### config.mk
export PLATFORM = sky130hd
export DESIGN_NAME = wwdcm_top
export DESIGN_NICKNAME = d
export VERILOG_FILES = /design/src/verilog/zz_unused.sv /design/src/verilog/wwdcm_pkg.sv /design/src/verilog/wwdcm_clkmon.sv /design/src/verilog/wwdcm_top.sv
export SDC_FILE = /design/constraint.sdc
export NUM_CORES = 1
export LEC_CHECK = 0
export ABC_AREA = 1
export BUFFER_PORTS_ARGS = -buffer_cell sky130_fd_sc_hd__buf_2
export CAP_MARGIN = 15
export CORE_ASPECT_RATIO = 1.2
export CORE_MARGIN = 2
export CORE_UTILIZATION = 40
export DETAILED_ROUTE_END_ITERATION = 12
export PLACE_DENSITY = 0.65
export SLEW_MARGIN = 20
export SYNTH_ARGS = -nofsm -noshare
export SYNTH_HDL_FRONTEND = slang
export SYNTH_SLANG_ARGS = --single-unit
### constraint.sdc
create_clock -name pclk -period 2.14 [get_ports pclk]
set_clock_uncertainty 0.15 [all_clocks]
set_input_delay 0 -clock pclk [delete_from_list [all_inputs] [get_ports pclk]]
set_output_delay 0 -clock pclk [all_outputs]
set_load 0.005 [all_outputs]
### src/verilog/zz_unused.sv
`timescale 1ns/1ps
### src/verilog/wwdcm_pkg.sv
/*
  constants, register map, field layout and state type of the windowed
  watchdog with clock monitor.
  assumes a 50 MHz pclk and a 32-bit APB register bus.
*/
package wwdcm_pkg;

  // ***********************************************************
  // bus and register map
  // ***********************************************************
  localparam int          ADDR_W        = 12;
  localparam int          DATA_W        = 32;
  localparam logic [11:0] ADDR_SERVICE  = 12'h000;
  localparam logic [11:0] ADDR_CTRL     = 12'h004;

  // ***********************************************************
  // service register fields
  // ***********************************************************
  localparam int          WIN_MSB       = 7;
  localparam int          WIN_LSB       = 6;
  localparam int          KEY_MSB       = 5;
  localparam int          KEY_LSB       = 1;
  localparam int          CM_BIT        = 0;
  localparam logic [4:0]  SERVICE_KEY   = 5'h0c;
  localparam logic [1:0]  WIN_RESET     = 2'h3;
  localparam logic        CM_RESET      = 1'b1;

  // ***********************************************************
  // control / status register fields
  // ***********************************************************
  localparam int          CTRL_LS_BIT   = 0;
  localparam int          CTRL_OPT_BIT  = 2;
  localparam int          STAT_LOCK_BIT = 8;
  localparam int          STAT_CMF_BIT  = 9;
  localparam int          STAT_DRV_BIT  = 10;
  localparam int          STAT_WE_BIT   = 11;
  localparam logic        LS_RESET      = 1'b0;
  localparam logic        OPT_RESET     = 1'b0;

  // ***********************************************************
  // timing
  // ***********************************************************
  localparam int          CNT_W         = 17;
  localparam logic [16:0] LOWER_LIMIT   = 17'h00800;
  localparam logic [16:0] UPPER_BASE    = 17'h02000;
  localparam int          HOLD_W        = 5;
  localparam logic [4:0]  HOLD_TICKS    = 5'h10;
  localparam int          CLK_PERIOD_NS = 20;
  localparam int          CM_LIMIT_NS   = 1000000;
  localparam int          CM_LIMIT_CYC  = CM_LIMIT_NS / CLK_PERIOD_NS;

  // ***********************************************************
  // pin sequencer states
  // ***********************************************************
  typedef enum logic [1:0] {
    PIN_IDLE,
    PIN_DRIVE,
    PIN_HOLD,
    PIN_WAIT_HIGH
  } wwdcm_pin_st_t;

endpackage

### src/verilog/wwdcm_clkmon.sv
/*
  clock monitor: flags a missing or too slow instruction-cycle clock.
  assumes tick is a one-cycle pulse per instruction cycle in the pclk domain.
*/
`timescale 1ns/1ps

module wwdcm_clkmon #(
  parameter int LIMIT_CYC = wwdcm_pkg::CM_LIMIT_CYC
) (
  input  wire logic pclk,
  input  wire logic presetn,
  input  wire logic enable,
  input  wire logic tick,
  output logic      fault_q
);

  // ***********************************************************
  // gap counter
  // ***********************************************************
  localparam int                 W   = $clog2(LIMIT_CYC + 1);
  localparam logic [W-1:0]       LIM = W'(LIMIT_CYC);

  logic [W-1:0] gap_q;

  // gap counts from reset, so a dead oscillator is caught too
  always_ff @(posedge pclk or negedge presetn) begin
    if (!presetn) begin
      gap_q <= '0;
    end else if (!enable || tick) begin
      gap_q <= '0;
    end else if (gap_q != LIM) begin
      gap_q <= gap_q + W'(1);
    end
  end

  // limit lies far above a 5 kHz period, so such clocks never trip
  always_ff @(posedge pclk or negedge presetn) begin
    if (!presetn) begin
      fault_q <= 1'b0;
    end else if (!enable || tick) begin
      fault_q <= 1'b0;
    end else if (gap_q == LIM) begin
      fault_q <= 1'b1;
    end
  end

endmodule

### src/verilog/wwdcm_top.sv
/*
  windowed watchdog with clock monitor, APB slave, active-low timeout pin.
  assumes instr_cycle_en and ls_clk_en are one-cycle enables in the pclk
  domain and the pin pad adds a weak pull-up when pin_oe is low.
*/
// Local design decisions: the register offsets and the APB register port.
//
// Contract
// - watchdog works only while option bit 2 is 0; pin becomes its output
// - all window timing is counted in the selected tick: instruction cycles or 32 kHz clocks
// - service byte: window select 7..6, key 5..1, monitor enable 0
// - a service is valid only with key 01100 in bits 5..1
// - service earlier than 2048 clocks after previous one is an error
// - window select 00/01/10/11 gives upper limit 8k/16k/32k/64k
// - high speed counts instruction cycles, other modes the 32 kHz clock
// - service bit 0 disables or enables the clock monitor
// - detectors off in reset; afterwards max window and monitor enabled
// - after reset a slow or dead instruction clock is a monitor error
// - monitor never trips at instruction clocks of 5 kHz or more
// - first key-matching write locks window select and monitor enable
// - later writes must match all fields, otherwise an error
// - missing the upper limit or servicing twice too soon is an error
// - boot rom entry suppresses lower error and services at once
// - error pulls pin low, held 16 to 32 cycles after it reads low
// - a fully matching service inside the window restarts the window
// - service writes are ignored while the pin is driven low
// - key field reads back as zeros
// - watchdog stops in halt and idle, clock monitor keeps running
`timescale 1ns/1ps

module wwdcm_top #(
  parameter int CM_LIMIT_CYC = wwdcm_pkg::CM_LIMIT_CYC
) (
  input  wire logic        pclk,
  input  wire logic        presetn,
  input  wire logic        psel,
  input  wire logic        penable,
  input  wire logic        pwrite,
  input  wire logic [11:0] paddr,
  input  wire logic [31:0] pwdata,
  output logic      [31:0] prdata,
  output logic             pready,
  output logic             pslverr,
  input  wire logic        instr_cycle_en,
  input  wire logic        ls_clk_en,
  input  wire logic        halt_mode,
  input  wire logic        idle_mode,
  input  wire logic        boot_rom_entry,
  input  wire logic        port_g_bit1_pin_i,
  output logic             port_g_bit1_pin_o,
  output logic             port_g_bit1_pin_oe
);

  // ***********************************************************
  // declarations
  // ***********************************************************
  logic [1:0]               win_sel_q;
  logic                     cm_en_q;
  logic                     locked_q;
  logic                     low_speed_q;
  logic                     option_q;
  logic                     lower_off_q;
  logic                     idle_q;
  logic                     wd_err_q;
  logic [wwdcm_pkg::CNT_W-1:0]  cnt_q;
  logic [wwdcm_pkg::HOLD_W-1:0] hold_q;
  wwdcm_pkg::wwdcm_pin_st_t pin_st_q;
  logic                     pready_q;
  logic                     pslverr_q;
  logic [31:0]              prdata_q;
  logic                     pin_oe_q;
  logic                     cm_fault;

  logic                     wd_on;
  logic                     tick;
  logic                     acc;
  logic                     wr_svc;
  logic                     wr_ctrl;
  logic                     hit;
  logic                     driving;
  logic                     key_ok;
  logic                     all_ok;
  logic                     lower_ok;
  logic [wwdcm_pkg::CNT_W-1:0] upper;
  logic                     timeout;
  logic                     svc_good;
  logic                     svc_bad;
  logic                     hw_service;
  logic                     restart;

  // ***********************************************************
  // common terms
  // ***********************************************************
  assign wd_on    = !option_q && !halt_mode && !idle_mode;
  assign tick     = low_speed_q ? ls_clk_en : instr_cycle_en;
  assign acc      = psel && penable && pready_q;
  assign hit      = (paddr == wwdcm_pkg::ADDR_SERVICE) || (paddr == wwdcm_pkg::ADDR_CTRL);
  assign wr_svc   = acc && pwrite && (paddr == wwdcm_pkg::ADDR_SERVICE);
  assign wr_ctrl  = acc && pwrite && (paddr == wwdcm_pkg::ADDR_CTRL);
  assign driving  = pin_st_q != wwdcm_pkg::PIN_IDLE;
  assign key_ok   = pwdata[wwdcm_pkg::KEY_MSB:wwdcm_pkg::KEY_LSB] == wwdcm_pkg::SERVICE_KEY;
  assign all_ok   = key_ok
                    && (pwdata[wwdcm_pkg::WIN_MSB:wwdcm_pkg::WIN_LSB] == win_sel_q)
                    && (pwdata[wwdcm_pkg::CM_BIT] == cm_en_q);
  assign lower_ok = lower_off_q || (cnt_q >= wwdcm_pkg::LOWER_LIMIT);
  assign upper    = wwdcm_pkg::UPPER_BASE << win_sel_q;
  assign timeout  = wd_on && !driving && (cnt_q >= upper);

  // a write only counts as a service while the pin sequencer is idle
  always_comb begin
    svc_good = 1'b0;
    svc_bad  = 1'b0;
    if (wr_svc && wd_on && !driving) begin
      if (!locked_q) begin
        svc_good = key_ok;
        svc_bad  = !key_ok;
      end else begin
        svc_good = all_ok && lower_ok;
        svc_bad  = !(all_ok && lower_ok);
      end
    end
  end

  // idle exit and boot rom entry service the watchdog in hardware
  assign hw_service = (boot_rom_entry || (idle_q && !idle_mode)) && !driving;
  assign restart    = svc_good || hw_service
                      || (pin_st_q == wwdcm_pkg::PIN_WAIT_HIGH && port_g_bit1_pin_i);

  // ***********************************************************
  // service register
  // ***********************************************************
  always_ff @(posedge pclk or negedge presetn) begin
    if (!presetn) begin
      win_sel_q <= wwdcm_pkg::WIN_RESET;
      cm_en_q   <= wwdcm_pkg::CM_RESET;
      locked_q  <= 1'b0;
    end else if (svc_good && !locked_q) begin
      win_sel_q <= pwdata[wwdcm_pkg::WIN_MSB:wwdcm_pkg::WIN_LSB];
      cm_en_q   <= pwdata[wwdcm_pkg::CM_BIT];
      locked_q  <= 1'b1;
    end
  end

  // ***********************************************************
  // control register
  // ***********************************************************
  always_ff @(posedge pclk or negedge presetn) begin
    if (!presetn) begin
      low_speed_q <= wwdcm_pkg::LS_RESET;
      option_q    <= wwdcm_pkg::OPT_RESET;
    end else if (wr_ctrl) begin
      low_speed_q <= pwdata[wwdcm_pkg::CTRL_LS_BIT];
      option_q    <= pwdata[wwdcm_pkg::CTRL_OPT_BIT];
    end
  end

  // ***********************************************************
  // window counter
  // ***********************************************************
  always_ff @(posedge pclk or negedge presetn) begin
    if (!presetn) begin
      cnt_q <= '0;
    end else if (restart) begin
      cnt_q <= '0;
    end else if (wd_on && tick && !driving && cnt_q < upper) begin
      cnt_q <= cnt_q + wwdcm_pkg::CNT_W'(1);
    end
  end

  // lower check stays off from boot entry until the next good service
  always_ff @(posedge pclk or negedge presetn) begin
    if (!presetn) begin
      lower_off_q <= 1'b0;
    end else if (boot_rom_entry) begin
      lower_off_q <= 1'b1;
    end else if (svc_good) begin
      lower_off_q <= 1'b0;
    end
  end

  always_ff @(posedge pclk or negedge presetn) begin
    if (!presetn) begin
      idle_q <= 1'b0;
    end else begin
      idle_q <= idle_mode;
    end
  end

  // sticky record of the last watchdog error, cleared on a good service
  always_ff @(posedge pclk or negedge presetn) begin
    if (!presetn) begin
      wd_err_q <= 1'b0;
    end else if (svc_bad || timeout) begin
      wd_err_q <= 1'b1;
    end else if (svc_good) begin
      wd_err_q <= 1'b0;
    end
  end

  // ***********************************************************
  // clock monitor
  // ***********************************************************
  wwdcm_clkmon #(
    .LIMIT_CYC (CM_LIMIT_CYC)
  ) u_clkmon (
    .pclk    (pclk),
    .presetn (presetn),
    .enable  (cm_en_q && !option_q),
    .tick    (instr_cycle_en),
    .fault_q (cm_fault)
  );

  // ***********************************************************
  // timeout pin sequencer
  // ***********************************************************
  always_ff @(posedge pclk or negedge presetn) begin
    if (!presetn) begin
      pin_st_q <= wwdcm_pkg::PIN_IDLE;
      hold_q   <= '0;
    end else begin
      case (pin_st_q)
        wwdcm_pkg::PIN_IDLE: begin
          if (svc_bad || timeout || cm_fault) begin
            pin_st_q <= wwdcm_pkg::PIN_DRIVE;
          end
        end
        wwdcm_pkg::PIN_DRIVE: begin
          hold_q <= '0;
          if (!port_g_bit1_pin_i && !cm_fault) begin
            pin_st_q <= wwdcm_pkg::PIN_HOLD;
          end
        end
        wwdcm_pkg::PIN_HOLD: begin
          if (cm_fault) begin
            pin_st_q <= wwdcm_pkg::PIN_DRIVE;
          end else if (hold_q == wwdcm_pkg::HOLD_TICKS) begin
            pin_st_q <= wwdcm_pkg::PIN_WAIT_HIGH;
          end else if (instr_cycle_en) begin
            hold_q <= hold_q + wwdcm_pkg::HOLD_W'(1);
          end
        end
        wwdcm_pkg::PIN_WAIT_HIGH: begin
          if (cm_fault) begin
            pin_st_q <= wwdcm_pkg::PIN_DRIVE;
          end else if (port_g_bit1_pin_i) begin
            pin_st_q <= wwdcm_pkg::PIN_IDLE;
          end
        end
        default: begin
          pin_st_q <= wwdcm_pkg::PIN_IDLE;
        end
      endcase
    end
  end

  // pin driven low in drive and hold, released to the pull-up otherwise
  always_ff @(posedge pclk or negedge presetn) begin
    if (!presetn) begin
      pin_oe_q <= 1'b0;
    end else begin
      case (pin_st_q)
        wwdcm_pkg::PIN_IDLE:  pin_oe_q <= svc_bad || timeout || cm_fault;
        wwdcm_pkg::PIN_DRIVE: pin_oe_q <= 1'b1;
        wwdcm_pkg::PIN_HOLD:  pin_oe_q <= cm_fault || (hold_q != wwdcm_pkg::HOLD_TICKS);
        default:   pin_oe_q <= cm_fault;
      endcase
    end
  end

  assign port_g_bit1_pin_o  = 1'b0;
  assign port_g_bit1_pin_oe = pin_oe_q;

  // ***********************************************************
  // apb slave
  // ***********************************************************
  // one wait state: pready rises in the second access cycle
  always_ff @(posedge pclk or negedge presetn) begin
    if (!presetn) begin
      pready_q  <= 1'b0;
      pslverr_q <= 1'b0;
    end else begin
      pready_q  <= psel && penable && !pready_q;
      pslverr_q <= psel && penable && !pready_q && !hit;
    end
  end

  always_ff @(posedge pclk or negedge presetn) begin
    if (!presetn) begin
      prdata_q <= '0;
    end else if (psel && penable && !pready_q && !pwrite) begin
      prdata_q <= '0;
      if (paddr == wwdcm_pkg::ADDR_SERVICE) begin
        prdata_q[wwdcm_pkg::WIN_MSB:wwdcm_pkg::WIN_LSB] <= win_sel_q;
        prdata_q[wwdcm_pkg::CM_BIT]                     <= cm_en_q;
      end else if (paddr == wwdcm_pkg::ADDR_CTRL) begin
        prdata_q[wwdcm_pkg::CTRL_LS_BIT]   <= low_speed_q;
        prdata_q[wwdcm_pkg::CTRL_OPT_BIT]  <= option_q;
        prdata_q[wwdcm_pkg::STAT_LOCK_BIT] <= locked_q;
        prdata_q[wwdcm_pkg::STAT_CMF_BIT]  <= cm_fault;
        prdata_q[wwdcm_pkg::STAT_DRV_BIT]  <= driving;
        prdata_q[wwdcm_pkg::STAT_WE_BIT]   <= wd_err_q;
      end
    end
  end

  assign prdata  = prdata_q;
  assign pready  = pready_q;
  assign pslverr = pslverr_q;

endmodule

==> impl_metrics.ini <==
[clock_tree]
clkTransAtPathRegs_ns = 0.07
cts_tree = built
clk_path_buf_depth = 2
cts-root-buf = clkbuf_8
clock_latency_ns = 0.34
cts_max_level = 3
cts.sinks = 61
cts_buffers = 9

[placed_design]
placed_area_um2 = 3910
place_inst = 627
gp_congestion = 0.850
io_buffers = 41
dp_hpwl_mm = 5.66

[min_path]
holdCritPathClass = primary input to flop
min_to = locked_q$_DFFE_PN0P_
whs_path_depth = 5
hp-start = pwdata[1]

[sta]
post-route-period-util = 0.951
hold_violations = 1
max_freq_mhz = 491
slew_headroom = 0.630
worst_slew_pin_slew_ns = 0.550
finalMaxSlewViolations = 0
final.setup.tns_ns = 0
rsz0062_at_grt = true
period_minus_slack_ns = 2.03
holdWs_ns = -0.0174
final-setup-viol-count = 0

[setup_path]
cpPeakStageDelay_ns = 0.56
crit_start = win_sel_q[0]$_DFFE_PN1P_
r2r_start = win_sel_q[0]$_DFFE_PN1P_
crit_fanout = 7
rrSetupSlack_ns = 0.11
reg2regPathDepth = 10
cp.arrival_ns = 2.10
path_class = flop to flop
slowest_stage = dfstp_2
cp-end-kind = flop
required_ns = 2.20
path_cells = nand2_1, ha_1, nand2_1, nand3_2, nand3_2, nand3_4, nor2_1, nand2_1, nor2_1, nor3_1
crit_top_cell = nand2_1
critPathLaunchType = flop
r2r_end = cnt_q[8]$_DFFE_PN0P_

[synth]
syn_inst = 461
ys_seq_area_frac = 0.422
dominantRegCellSynth = dfrtp_1
ys_ff_latch = 61
async_flop_share = 1.00
yosysUniqueCellTypes = 37
syn-cell-area_um2 = 3620
synth.avg_cell_area_um2 = 7.86
synth_warnings = 0
synth_edf_count = 0

[pwr]
p_per_area_nw_per_um2 = 635
vdd_ir_drop_max_mv = 0.352
p_leak_uw = 0.00212

[finish]
antenna_cells = 0
syn_to_final_growth_pct = 21.4
regArea_um2 = 1530
nFillCells = 858
finalInstanceArea_um2 = 4400
final_cell_mix = nand2_1, dfrtp_1, inv_1, nor2_1, buf_2
final_cells = 668
finalNetCount = 608
drive_gt1_frac = 0.204
final_common_cell = nand2_1
multi_input_area_um2 = 1790

[detailed_routing]
finalWirelength_mm = 7.91
dr.first_iter.drc_count = 78
antenna_left = 0
routedWlPerCell_um = 11.8
drt_pre_antenna_iters = 4
vias = 3178
drc_errors = 0
vias_per_cell = 4.76

[global_route]
grt_overflow_total = 0
grt_pass1_wl_mm = 13.3
antenna_found_initial = 0
grt_usage = 0.168
grt_max_degree = 34
grt_pass1_vias = 3046

[floorplan]
boundaryPins = 91
die_height_um = 108
dieArea_um2 = 9840
fp.coreArea_um2 = 8940
rows = 38
initial_utilization = 0.406
die_w_um = 90.9

[outcome]
status = finished with violations
violations = hold timing

[job]
drv_cap = 0
## metrics by stage
step / util / power [uW] / worst slack, ns
4_1_cts: 0.484 / 2800 / 0.0189
5_1_grt: 0.492 / 2960 / -0.00636
2_1_floorplan: - / 1720 / 0.150
6_report: 0.492 / 2790 / 0.105
3_5_place_dp: 0.438 / 1830 / -0.0592
3_3_place_gp: 0.438 / 1820 / 0.0334
## registers in the layout (all words and copies together), names as in the netlist
register            count
pready                  1
idle_q                  1
hold_q                  5
option_q                1
cnt_q                  17
u_clkmon.gap_q         16
cm_en_q                 1
port_g_bit1_pin_oe      1
low_speed_q             1
locked_q                1
lower_off_q             1
pslverr                 1
win_sel_q               2
pin_st_q                2
prdata                  8
u_clkmon.fault_q        1
wd_err_q                1
## report_power, final
group,internal [uW],switching [uW]
registers,1220,64.3
clock network,478,460
logic,205,372
## cells by family (layout without fill, tap and decap cells)
kind of cell / count (synthesis) / after routing / synth area share
simple gates: 242 / 242 / 0.322
buf+inv: 90 / 153 / 0.126
flops: 61 / 61 / 0.422
compound gates: 47 / 47 / 0.0694
fa+ha+maj: 10 / 10 / 0.0345
xor+xnor: 8 / 8 / 0.0193
mux: 2 / 2 / 0.00621
other cells: 1 / 25 / 0.00103
## per-layer routing
layer / global-route usage / wire length (um)
met4: 0.0801 / 153
met3: 0.0272 / 186
met2: 0.300 / 4040
met1: 0.197 / 3520
met5: 0 / 0
## worst max-delay path, delay by kind of cell, from the launching register on
| family | cells | cell delay [ns] |
|---|---|---|
| flip-flops | 1 | 0.56 |
| adder cells (fa/ha/maj) | 1 | 0.28 |
| AND/OR/NAND/NOR | 9 | 0.93 |
## worst max-delay path by stage
stage,to,slack (ns),cells past startpoint
global placement,cnt_q[12]$_DFFE_PN0P_,0.03,10
detailed placement,cnt_q[14]$_DFFE_PN0P_,-0.06,8
CTS,cnt_q[14]$_DFFE_PN0P_,0.02,11
global route,cnt_q[11]$_DFFE_PN0P_,-0.006,12
floorplan,cnt_q[10]$_DFFE_PN0P_,0.15,11
finish,cnt_q[8]$_DFFE_PN0P_,0.11,10
## synth_stat cells (3+ instances only)
cell,n,area share
nand3_1,27,0.037
nand2_2,3,0.0052
nor3_1,18,0.025
nand2_1,97,0.10
dfstp_2,3,0.022
buf_4,25,0.052
a21oi_1,21,0.029
nor4_1,5,0.0086
o21ai_0,19,0.026
ha_1,10,0.035
inv_1,58,0.060
dfrtp_1,58,0.40
xor2_1,5,0.012
inv_2,3,0.0031
xnor2_1,3,0.0073
nor2_1,56,0.058
nand4_1,9,0.016
nor2_2,9,0.016
nor3b_1,5,0.010
o31ai_1,4,0.0083
## final cells by class
type	instances	area share
multi-input cells	334	0.406
flip-flops and latches	61	0.348
repair buffers	74	0.116
inverters	63	0.0554
clock buffers	12	0.0352
well taps	120	0.0341
clock inverters	4	0.00512
## what timing repair did
item / CTS / global route
pin swaps: 0 / 2
setup buffers: 0 / 3
endpoints found under the setup margin: 7 / 23
hold buffers: 23 / 0
endpoints found under the hold margin: 100 / 0
gates resized for setup: 2 / 17
Power figures use the tool's default switching activity.
